File: src/rtl/gate_timer_pkg.sv
// constants, types and shared helpers for the scan gates and delay timers
package gate_timer_pkg;

  // ---------------------------------------------------------------
  // widths
  // ---------------------------------------------------------------
  localparam int GATE_WIDTH  = 8;
  localparam int COUNT_WIDTH = 32;
  localparam int HOUR_WIDTH  = 10;
  localparam int MIN_WIDTH   = 6;
  localparam int SEC_WIDTH   = 6;
  localparam int MS_WIDTH    = 10;

  // ---------------------------------------------------------------
  // timing
  // ---------------------------------------------------------------
  localparam int CLK_PERIOD_NS  = 10;
  localparam int TICK_PERIOD_MS = 10;
  localparam int NS_PER_MS      = 1000000;
  localparam int TICK_CYCLES    = TICK_PERIOD_MS * NS_PER_MS / CLK_PERIOD_NS;
  localparam int MS_PER_SEC     = 1000;
  localparam int TICKS_PER_SEC  = MS_PER_SEC / TICK_PERIOD_MS;
  localparam int SEC_PER_MIN    = 60;
  localparam int MIN_PER_HOUR   = 60;
  localparam int MAX_HOURS      = 999;
  localparam int MAX_MINUTES    = 59;
  localparam int MAX_SECONDS    = 59;
  localparam int MAX_MILLIS     = 990;
  localparam int MIN_TICKS      = 1;

  // ---------------------------------------------------------------
  // retention budget
  // ---------------------------------------------------------------
  localparam int MAX_RETENTIVE  = 16;
  localparam int RETENTIVE_USED = 1;

  typedef logic [COUNT_WIDTH-1:0] count_t;
  typedef logic [GATE_WIDTH-1:0]  gate_in_t;
  typedef enum logic [1:0] {TM_IDLE, TM_RUN, TM_DONE} timer_state_t;

  localparam count_t COUNT_ZERO = 32'h0000_0000;
  localparam count_t COUNT_ONE  = 32'h0000_0001;

  // total delay in 10 ms ticks, each field clamped, never below one tick
  function automatic count_t toTicks(input logic [HOUR_WIDTH-1:0] h,
                                     input logic [MIN_WIDTH-1:0]  m,
                                     input logic [SEC_WIDTH-1:0]  s,
                                     input logic [MS_WIDTH-1:0]   ms);
    int hc;
    int mc;
    int sc;
    int msc;
    int total;
    hc    = (int'(h) > MAX_HOURS) ? MAX_HOURS : int'(h);
    mc    = (int'(m) > MAX_MINUTES) ? MAX_MINUTES : int'(m);
    sc    = (int'(s) > MAX_SECONDS) ? MAX_SECONDS : int'(s);
    msc   = (int'(ms) > MAX_MILLIS) ? MAX_MILLIS : int'(ms);
    total = ((hc * MIN_PER_HOUR + mc) * SEC_PER_MIN + sc) * TICKS_PER_SEC
            + msc / TICK_PERIOD_MS;
    if (total < MIN_TICKS) begin
      total = MIN_TICKS;
    end
    return count_t'(total);
  endfunction

endpackage

File: src/rtl/timebase_if.sv
// time base signals shared between the tick generator and the block core
`timescale 1ns/1ps
interface timebase_if;
  logic ce;
  logic tick;

  modport gen  (input ce, output tick);
  modport core (output ce, input tick);
endinterface
File: src/rtl/duration_reg.sv
// converts a h:m:s:ms setting into a registered count of 10 ms ticks
`timescale 1ns/1ps
module duration_reg (
  input  wire logic                                  clk,
  input  wire logic                                  rstn,
  input  wire logic                                  ce,
  input  wire logic [gate_timer_pkg::HOUR_WIDTH-1:0] hours,
  input  wire logic [gate_timer_pkg::MIN_WIDTH-1:0]  minutes,
  input  wire logic [gate_timer_pkg::SEC_WIDTH-1:0]  seconds,
  input  wire logic [gate_timer_pkg::MS_WIDTH-1:0]   millis,
  output gate_timer_pkg::count_t                     ticks
);
  import gate_timer_pkg::*;

  typedef struct packed {
    count_t ticks;
  } dur_state_t;

  dur_state_t r_q;
  dur_state_t r_d;

  always_comb begin
    r_d       = r_q;
    r_d.ticks = toTicks(hours, minutes, seconds, millis);
  end

  always_ff @(posedge clk or negedge rstn) begin
    if (!rstn) begin
      r_q <= dur_state_t'(MIN_TICKS);
    end else if (ce) begin
      r_q <= r_d;
    end
  end

  assign ticks = r_q.ticks;
endmodule

File: src/rtl/logic_gates_and_delay_timers.sv
// scan-evaluated logic gates with on-delay and off-delay timers
`timescale 1ns/1ps
module logic_gates_and_delay_timers #(
  parameter int TickCycles = gate_timer_pkg::TICK_CYCLES
) (
  input  wire logic                                  clk,
  input  wire logic                                  rstn,
  input  wire logic                                  ce,
  input  wire logic                                  scanGo,
  input  wire logic                                  powerLoss,
  input  gate_timer_pkg::gate_in_t                   conjunctionIn,
  input  gate_timer_pkg::gate_in_t                   boundaryConjunctionIn,
  input  gate_timer_pkg::gate_in_t                   disjunctionIn,
  input  wire logic                                  inverterIn,
  input  wire logic [1:0]                            exclusiveIn,
  input  gate_timer_pkg::gate_in_t                   negConjunctionIn,
  input  gate_timer_pkg::gate_in_t                   boundaryNegConjunctionIn,
  input  gate_timer_pkg::gate_in_t                   negDisjunctionIn,
  input  gate_timer_pkg::gate_in_t                   risingDisjunctionIn,
  input  gate_timer_pkg::gate_in_t                   fallingDisjunctionIn,
  input  wire logic                                  onDelayTrig,
  input  wire logic                                  onDelayClear,
  input  wire logic                                  onDelayRetain,
  input  wire logic [gate_timer_pkg::HOUR_WIDTH-1:0] onDelayHours,
  input  wire logic [gate_timer_pkg::MIN_WIDTH-1:0]  onDelayMinutes,
  input  wire logic [gate_timer_pkg::SEC_WIDTH-1:0]  onDelaySeconds,
  input  wire logic [gate_timer_pkg::MS_WIDTH-1:0]   onDelayMillis,
  input  wire logic                                  offDelayTrig,
  input  wire logic                                  offDelayClear,
  input  wire logic [gate_timer_pkg::HOUR_WIDTH-1:0] offDelayHours,
  input  wire logic [gate_timer_pkg::MIN_WIDTH-1:0]  offDelayMinutes,
  input  wire logic [gate_timer_pkg::SEC_WIDTH-1:0]  offDelaySeconds,
  input  wire logic [gate_timer_pkg::MS_WIDTH-1:0]   offDelayMillis,
  output logic                                       conjunctionQ,
  output logic                                       boundaryConjunctionQ,
  output logic                                       disjunctionQ,
  output logic                                       inverterQ,
  output logic                                       exclusiveQ,
  output logic                                       negConjunctionQ,
  output logic                                       boundaryNegConjunctionQ,
  output logic                                       negDisjunctionQ,
  output logic                                       risingDisjunctionQ,
  output logic                                       fallingDisjunctionQ,
  output logic                                       onDelayTimerQ,
  output gate_timer_pkg::count_t                     onDelayElapsed,
  output logic                                       offDelayTimerQ,
  output gate_timer_pkg::count_t                     offDelayElapsed
);
  import gate_timer_pkg::*;

  // ---------------------------------------------------------------
  // helpers
  // ---------------------------------------------------------------
  function automatic logic allHigh(input gate_in_t v);
    return &v;
  endfunction

  function automatic logic anyHigh(input gate_in_t v);
    return |v;
  endfunction

  function automatic logic reached(input count_t cnt, input count_t dur);
    return cnt >= dur;
  endfunction

  // ---------------------------------------------------------------
  // state
  // ---------------------------------------------------------------
  typedef struct packed {
    logic         conjQ;
    logic         bConjQ;
    logic         disjQ;
    logic         invQ;
    logic         xorQ;
    logic         nConjQ;
    logic         bnConjQ;
    logic         nDisjQ;
    logic         riseQ;
    logic         fallQ;
    gate_in_t     bConjPrev;
    gate_in_t     bnConjPrev;
    gate_in_t     risePrev;
    gate_in_t     fallPrev;
    logic         tickPend;
    logic         onPrev;
    timer_state_t onState;
    count_t       onCount;
    logic         onQ;
    logic         offPrev;
    timer_state_t offState;
    count_t       offCount;
    logic         offQ;
  } core_state_t;

  core_state_t r_q;
  core_state_t r_d;

  timebase_if tb ();
  count_t     onDur;
  count_t     offDur;
  logic       advance;
  logic       retainOk;

  assign tb.ce = ce;

  // ---------------------------------------------------------------
  // time base and durations
  // ---------------------------------------------------------------
  tick_gen #(
    .TickCycles (TickCycles)
  ) u_tick (
    .clk  (clk),
    .rstn (rstn),
    .tb   (tb.gen)
  );

  duration_reg u_on_dur (
    .clk     (clk),
    .rstn    (rstn),
    .ce      (ce),
    .hours   (onDelayHours),
    .minutes (onDelayMinutes),
    .seconds (onDelaySeconds),
    .millis  (onDelayMillis),
    .ticks   (onDur)
  );

  duration_reg u_off_dur (
    .clk     (clk),
    .rstn    (rstn),
    .ce      (ce),
    .hours   (offDelayHours),
    .minutes (offDelayMinutes),
    .seconds (offDelaySeconds),
    .millis  (offDelayMillis),
    .ticks   (offDur)
  );

  assign advance = r_q.tickPend | tb.tick;

  assign retainOk = onDelayRetain && (RETENTIVE_USED <= MAX_RETENTIVE);

  // ---------------------------------------------------------------
  // next state
  // ---------------------------------------------------------------
  always_comb begin
    r_d = r_q;

    // a tick landing on the scan is consumed by that scan
    if (tb.tick) begin
      r_d.tickPend = 1'b1;
    end

    if (scanGo) begin
      r_d.tickPend = 1'b0;

      r_d.conjQ = allHigh(conjunctionIn);

      // all high now, some low last scan
      r_d.bConjQ = allHigh(boundaryConjunctionIn) && !allHigh(r_q.bConjPrev);

      r_d.disjQ = anyHigh(disjunctionIn);

      r_d.invQ = ~inverterIn;

      r_d.xorQ = exclusiveIn[0] ^ exclusiveIn[1];

      r_d.nConjQ = !allHigh(negConjunctionIn);

      // some low now, all high last scan
      r_d.bnConjQ = !allHigh(boundaryNegConjunctionIn) && allHigh(r_q.bnConjPrev);

      r_d.nDisjQ = !anyHigh(negDisjunctionIn);

      // any bit went 0 to 1
      r_d.riseQ = anyHigh(risingDisjunctionIn & ~r_q.risePrev);

      // any bit went 1 to 0
      r_d.fallQ = anyHigh(~fallingDisjunctionIn & r_q.fallPrev);

      r_d.bConjPrev  = boundaryConjunctionIn;
      r_d.bnConjPrev = boundaryNegConjunctionIn;
      r_d.risePrev   = risingDisjunctionIn;
      r_d.fallPrev   = fallingDisjunctionIn;

      // ---------------- on-delay timer ----------------
      r_d.onPrev = onDelayTrig;
      if (onDelayClear) begin
        r_d.onState = TM_IDLE;
        r_d.onCount = COUNT_ZERO;
        r_d.onQ     = 1'b0;
      end else if (!onDelayTrig) begin
        r_d.onState = TM_IDLE;
        r_d.onCount = COUNT_ZERO;
        r_d.onQ     = 1'b0;
      end else begin
        case (r_q.onState)
          TM_IDLE: begin
            if (!r_q.onPrev) begin
              r_d.onState = TM_RUN;
              r_d.onCount = COUNT_ZERO;
            end
          end
          TM_RUN: begin
            if (advance) begin
              r_d.onCount = r_q.onCount + COUNT_ONE;
            end
            if (reached(r_d.onCount, onDur)) begin
              r_d.onState = TM_DONE;
              r_d.onQ     = 1'b1;
            end
          end
          TM_DONE: begin
            r_d.onQ = 1'b1;
          end
          default: begin
            r_d.onState = TM_IDLE;
            r_d.onCount = COUNT_ZERO;
            r_d.onQ     = 1'b0;
          end
        endcase
      end

      // ---------------- off-delay timer ----------------
      r_d.offPrev = offDelayTrig;
      if (offDelayClear) begin
        r_d.offState = TM_IDLE;
        r_d.offCount = COUNT_ZERO;
        r_d.offQ     = 1'b0;
      end else if (offDelayTrig) begin
        r_d.offState = TM_IDLE;
        r_d.offCount = COUNT_ZERO;
        r_d.offQ     = 1'b1;
      end else begin
        case (r_q.offState)
          TM_IDLE: begin
            if (r_q.offPrev) begin
              r_d.offState = TM_RUN;
              r_d.offCount = COUNT_ZERO;
              r_d.offQ     = 1'b1;
            end
          end
          TM_RUN: begin
            if (advance) begin
              r_d.offCount = r_q.offCount + COUNT_ONE;
            end
            if (reached(r_d.offCount, offDur)) begin
              r_d.offState = TM_IDLE;
              r_d.offCount = COUNT_ZERO;
              r_d.offQ     = 1'b0;
            end
          end
          default: begin
            r_d.offState = TM_IDLE;
            r_d.offCount = COUNT_ZERO;
            r_d.offQ     = 1'b0;
          end
        endcase
      end
    end

    // ---------------- power loss ----------------
    if (powerLoss) begin
      r_d.conjQ      = 1'b0;
      r_d.bConjQ     = 1'b0;
      r_d.disjQ      = 1'b0;
      r_d.invQ       = 1'b0;
      r_d.xorQ       = 1'b0;
      r_d.nConjQ     = 1'b0;
      r_d.bnConjQ    = 1'b0;
      r_d.nDisjQ     = 1'b0;
      r_d.riseQ      = 1'b0;
      r_d.fallQ      = 1'b0;
      r_d.bConjPrev  = '0;
      r_d.bnConjPrev = '0;
      r_d.risePrev   = '0;
      r_d.fallPrev   = '0;
      r_d.tickPend   = 1'b0;
      r_d.offPrev    = 1'b0;
      r_d.offState   = TM_IDLE;
      r_d.offCount   = COUNT_ZERO;
      r_d.offQ       = 1'b0;
      // retentive on-delay resumes from held count
      if (retainOk) begin
        r_d.onPrev  = r_q.onPrev;
        r_d.onState = r_q.onState;
        r_d.onCount = r_q.onCount;
        r_d.onQ     = r_q.onQ;
      end else begin
        r_d.onPrev  = 1'b0;
        r_d.onState = TM_IDLE;
        r_d.onCount = COUNT_ZERO;
        r_d.onQ     = 1'b0;
      end
    end
  end

  // ---------------------------------------------------------------
  // registers
  // ---------------------------------------------------------------
  always_ff @(posedge clk or negedge rstn) begin
    if (!rstn) begin
      r_q <= '0;
    end else if (ce) begin
      r_q <= r_d;
    end
  end

  // ---------------------------------------------------------------
  // outputs
  // ---------------------------------------------------------------
  assign conjunctionQ            = r_q.conjQ;
  assign boundaryConjunctionQ    = r_q.bConjQ;
  assign disjunctionQ            = r_q.disjQ;
  assign inverterQ               = r_q.invQ;
  assign exclusiveQ              = r_q.xorQ;
  assign negConjunctionQ         = r_q.nConjQ;
  assign boundaryNegConjunctionQ = r_q.bnConjQ;
  assign negDisjunctionQ         = r_q.nDisjQ;
  assign risingDisjunctionQ      = r_q.riseQ;
  assign fallingDisjunctionQ     = r_q.fallQ;
  assign onDelayTimerQ           = r_q.onQ;
  assign offDelayTimerQ          = r_q.offQ;

  assign onDelayElapsed  = r_q.onCount;
  assign offDelayElapsed = r_q.offCount;

endmodule

File: src/rtl/tick_gen.sv
// 10 ms time base derived from the system clock
`timescale 1ns/1ps
module tick_gen #(
  parameter int TickCycles = gate_timer_pkg::TICK_CYCLES
) (
  input  wire logic  clk,
  input  wire logic  rstn,
  timebase_if.gen    tb
);
  import gate_timer_pkg::*;

  typedef struct packed {
    count_t cnt;
    logic   tick;
  } tick_state_t;

  tick_state_t r_q;
  tick_state_t r_d;

  always_comb begin
    r_d      = r_q;
    r_d.tick = 1'b0;
    if (r_q.cnt >= count_t'(TickCycles - 1)) begin
      r_d.cnt  = COUNT_ZERO;
      r_d.tick = 1'b1;
    end else begin
      r_d.cnt = r_q.cnt + COUNT_ONE;
    end
  end

  always_ff @(posedge clk or negedge rstn) begin
    if (!rstn) begin
      r_q <= '0;
    end else if (tb.ce) begin
      r_q <= r_d;
    end
  end

  assign tb.tick = r_q.tick;
endmodule

File: config.mk
export PLATFORM = sky130hd
export DESIGN_NAME = logic_gates_and_delay_timers
export DESIGN_NICKNAME = d
export VERILOG_FILES = /design/src/rtl/gate_timer_pkg.sv /design/src/rtl/timebase_if.sv /design/src/rtl/duration_reg.sv /design/src/rtl/logic_gates_and_delay_timers.sv /design/src/rtl/tick_gen.sv
export SDC_FILE = /design/constraint.sdc
export NUM_CORES = 1
export LEC_CHECK = 0
export BUFFER_PORTS_ARGS = -buffer_cell sky130_fd_sc_hd__clkbuf_2
export CAP_MARGIN = 20
export CORE_ASPECT_RATIO = 1.25
export CORE_MARGIN = 10
export CORE_UTILIZATION = 47
export DETAILED_ROUTE_END_ITERATION = 8
export HOLD_SLACK_MARGIN = 0.12
export PLACE_DENSITY = 0.75
export SETUP_SLACK_MARGIN = 0.1
export SLEW_MARGIN = 20
export SYNTH_ARGS = -nofsm -noshare
export SYNTH_HDL_FRONTEND = slang
export SYNTH_SLANG_ARGS = --single-unit
File: constraint.sdc
create_clock -name clk -period 9.15 [get_ports clk]
set_clock_uncertainty 0.2 [all_clocks]
set_input_delay 2.2875 -clock clk [delete_from_list [all_inputs] [get_ports clk]]
set_output_delay 2.2875 -clock clk [all_outputs]
set_load 0.02 [all_outputs]
==> results.cfg <==
[run_status]
status = finished with violations
failed_checks = setup timing

[synth]
syn-num-nets = 4118
ys_ff_latch = 211
synth_area_per_cell_um2 = 8.410
seq_area_frac_synth = 0.1828
syn_area_um2 = 28900
synth_edf_count = 0
yosys_warnings = 0
postSynthCellCount = 3436
synth_cell_type_count = 115
ys_async_sr_fraction = 1.000
synth_ff_type = dfrtp_1

[setup_path]
slowest_stage = fa_1
worstPathRequired_ps = 9350
crit_path_max_fanout = 6
reg2reg_depth = 22
max_stage_delay_ps = 580
reg2reg_from = u_tick.tb.tick$_DFFE_PN0P_
path_depth = 54
cp.buffers_inverters = 7
cpMostUsedCell = ha_4
critPathArrivalTime_ps = 13690
crit_path_start = offDelayHours[3]
path_delay_family = adder cells
startpoint_type = input pin
worst_setup_path_end_kind = register
crit_type = in2reg

[layout]
fill_cells = 4978
area_growth_syn_to_layout_pct = 31.72
drive_gt1_frac = 0.3005
final_cell_mix = buf_4 (703), inv_1 (376), ha_1 (358)
final_common_cell = buf_4
antennaDiodeCount = 0
fin_nets = 4896

[sta]
post-route-period-util = 1.474
fin_ws_ps = -4342
fmax_mhz = 74.12
timing.hold.ws_ps = 275.6
rsz0062_at_grt = true
setup_viol_count_final = 64
min_period_ps = 13490
relSlewSlack = 0.2749
setup_tns_ps = -266370
hold_violations = 0
slew_violations = 0
worstMarginPinSlew_ps = 1088

[routing]
wirelength_um = 74970
drc = 0
drt-pass1-iter-count = 5
ant_nets = 0
drt_iter0_drc = 1300
dr_total_vias = 27020
drt-vias-per-instance = 5.351
wire_per_inst_um = 14.85

[global_routing]
overflow = 0
grt-busiest-layer = met2
grt_util_met3 = 0.01634
grtUsageTotal = 0.1981
grt_max_degree = 103
use_met2 = 0.3641
antenna_found_initial = 0
first_global_vias = 26840
met1_usage = 0.2460
grt_pass1_wl_um = 124900

[clock_network]
cts-root-buf = clkbuf_16
cts_buffer_depth = 3
htree_num_levels = 1
clk_latency_ps = 500
numCtsBuffers = 19
cts.sinks = 211
cts_tree = yes
path_clk_slew_ps = 80

[flow_run]
drv_cap = 0

[placement]
place_congestion = 0.9147
hpwl_um = 59700
io_buffers = 216

[floorplan]
die_w_um = 241.8
fp.coreArea_um2 = 60780
dieArea_um2 = 71860
start_util = 0.4754
die_y_um = 297.2
ios = 217
num_rows = 101

[worst_hold_path]
whs_path_depth = 2
min-delay-start = conjunctionQ$_DFFE_PN0P_
hp-class = reg2reg
-- flip-flops by register name, indices dropped and copies added (netlist names), 32 cells and up --
signal           cells
onDelayElapsed      32
u_tick.r_q          32
u_on_dur.ticks      32
r_q                 38
u_off_dur.ticks     32
offDelayElapsed     32
-- layout make-up --
class	count	area, um^2	share of cell area
tap	824	1031	0.02709
timing repair buffer	932	6624	0.1740
multi-input combinational	2652	22920	0.6022
clock buffer	23	510.5	0.01341
inverter	397	1500	0.03942
clock inverter	10	187.7	0.004931
sequential	211	5283	0.1388
timing repair inverter	1	6.256	0.0001644
-- metrics by stage --
step | setup slack [ps] | std cells | util | area, um^2
after floorplan | -4199 | 3436 | - | 29670
after CTS | -4048 | 5041 | 0.6154 | 37410
after detailed placement | -4914 | 4974 | 0.5897 | 35850
after global routing | -4765 | 5050 | 0.6262 | 38060
after global placement | -4572 | 4974 | 0.5897 | 35840
final | -4342 | 5050 | 0.6262 | 38060
-- cells in the mapped netlist, drive strengths merged (64+ instances only) --
library cell | instances | area [um^2]
nand2 | 254 | 955.9
fa | 142 | 2843
a21oi | 137 | 700.7
o21ai | 195 | 979.7
nand3 | 91 | 455.4
xor2 | 137 | 1200
and3 | 65 | 406.6
buf | 87 | 643.1
nor2 | 227 | 852.1
inv | 396 | 1486
clkbuf | 89 | 334.1
dfrtp | 209 | 5230
a21o | 72 | 540.5
xnor2 | 184 | 1612
ha | 399 | 4992
o22ai | 64 | 400.4
-- timing repair --
item,4_1_cts,5_1_grt
hold buffers,0,0
setup buffers,28,8
cloned,6,1
gates resized for setup,125,100
endpoints found under the setup margin,64,64
pin swaps,67,75
-- routing by layer --
layer | vias up | routed length, um
met5 | - | 0
met1 | 12870 | 32290
li1 | 13520 | -
met2 | 558 | 38220
met4 | 0 | 1565
met3 | 80 | 2895
-- logic make-up after synthesis --
kind of cell,share of synthesized area
multiplexers,0.006668
XOR/XNOR,0.09890
AND/OR/NAND/NOR,0.1728
AO/OA/AOI/OAI,0.1816
adder cells (fa/ha/maj),0.2718
flip-flops,0.1828
buffers and inverters,0.08539
-- path summary, 6_finish.rpt --
kind                                                    to  slack [ps]
max in group asynchronous  u_off_dur.ticks[31]$_DFFE_PN0P_        5700
min reg2reg                       conjunctionQ$_DFFE_PN0P_         280
max reg2reg                offDelayElapsed[10]$_DFFE_PN0P_        2650
min in group asynchronous   onDelayElapsed[31]$_DFFE_PN0P_        1670
max                        u_off_dur.ticks[14]$_DFFE_PN0P_       -4340
min                               conjunctionQ$_DFFE_PN0P_         280
-- worst min-delay path, stage by stage, from the launching register on --
cell     delay [ps]
dfrtp_1         350
nand2_1          50
o41ai_1          50
Power is left out: the tool's default activity adds up to more than one toggle a clock period on the data nets, which glitch-free logic cannot reach.
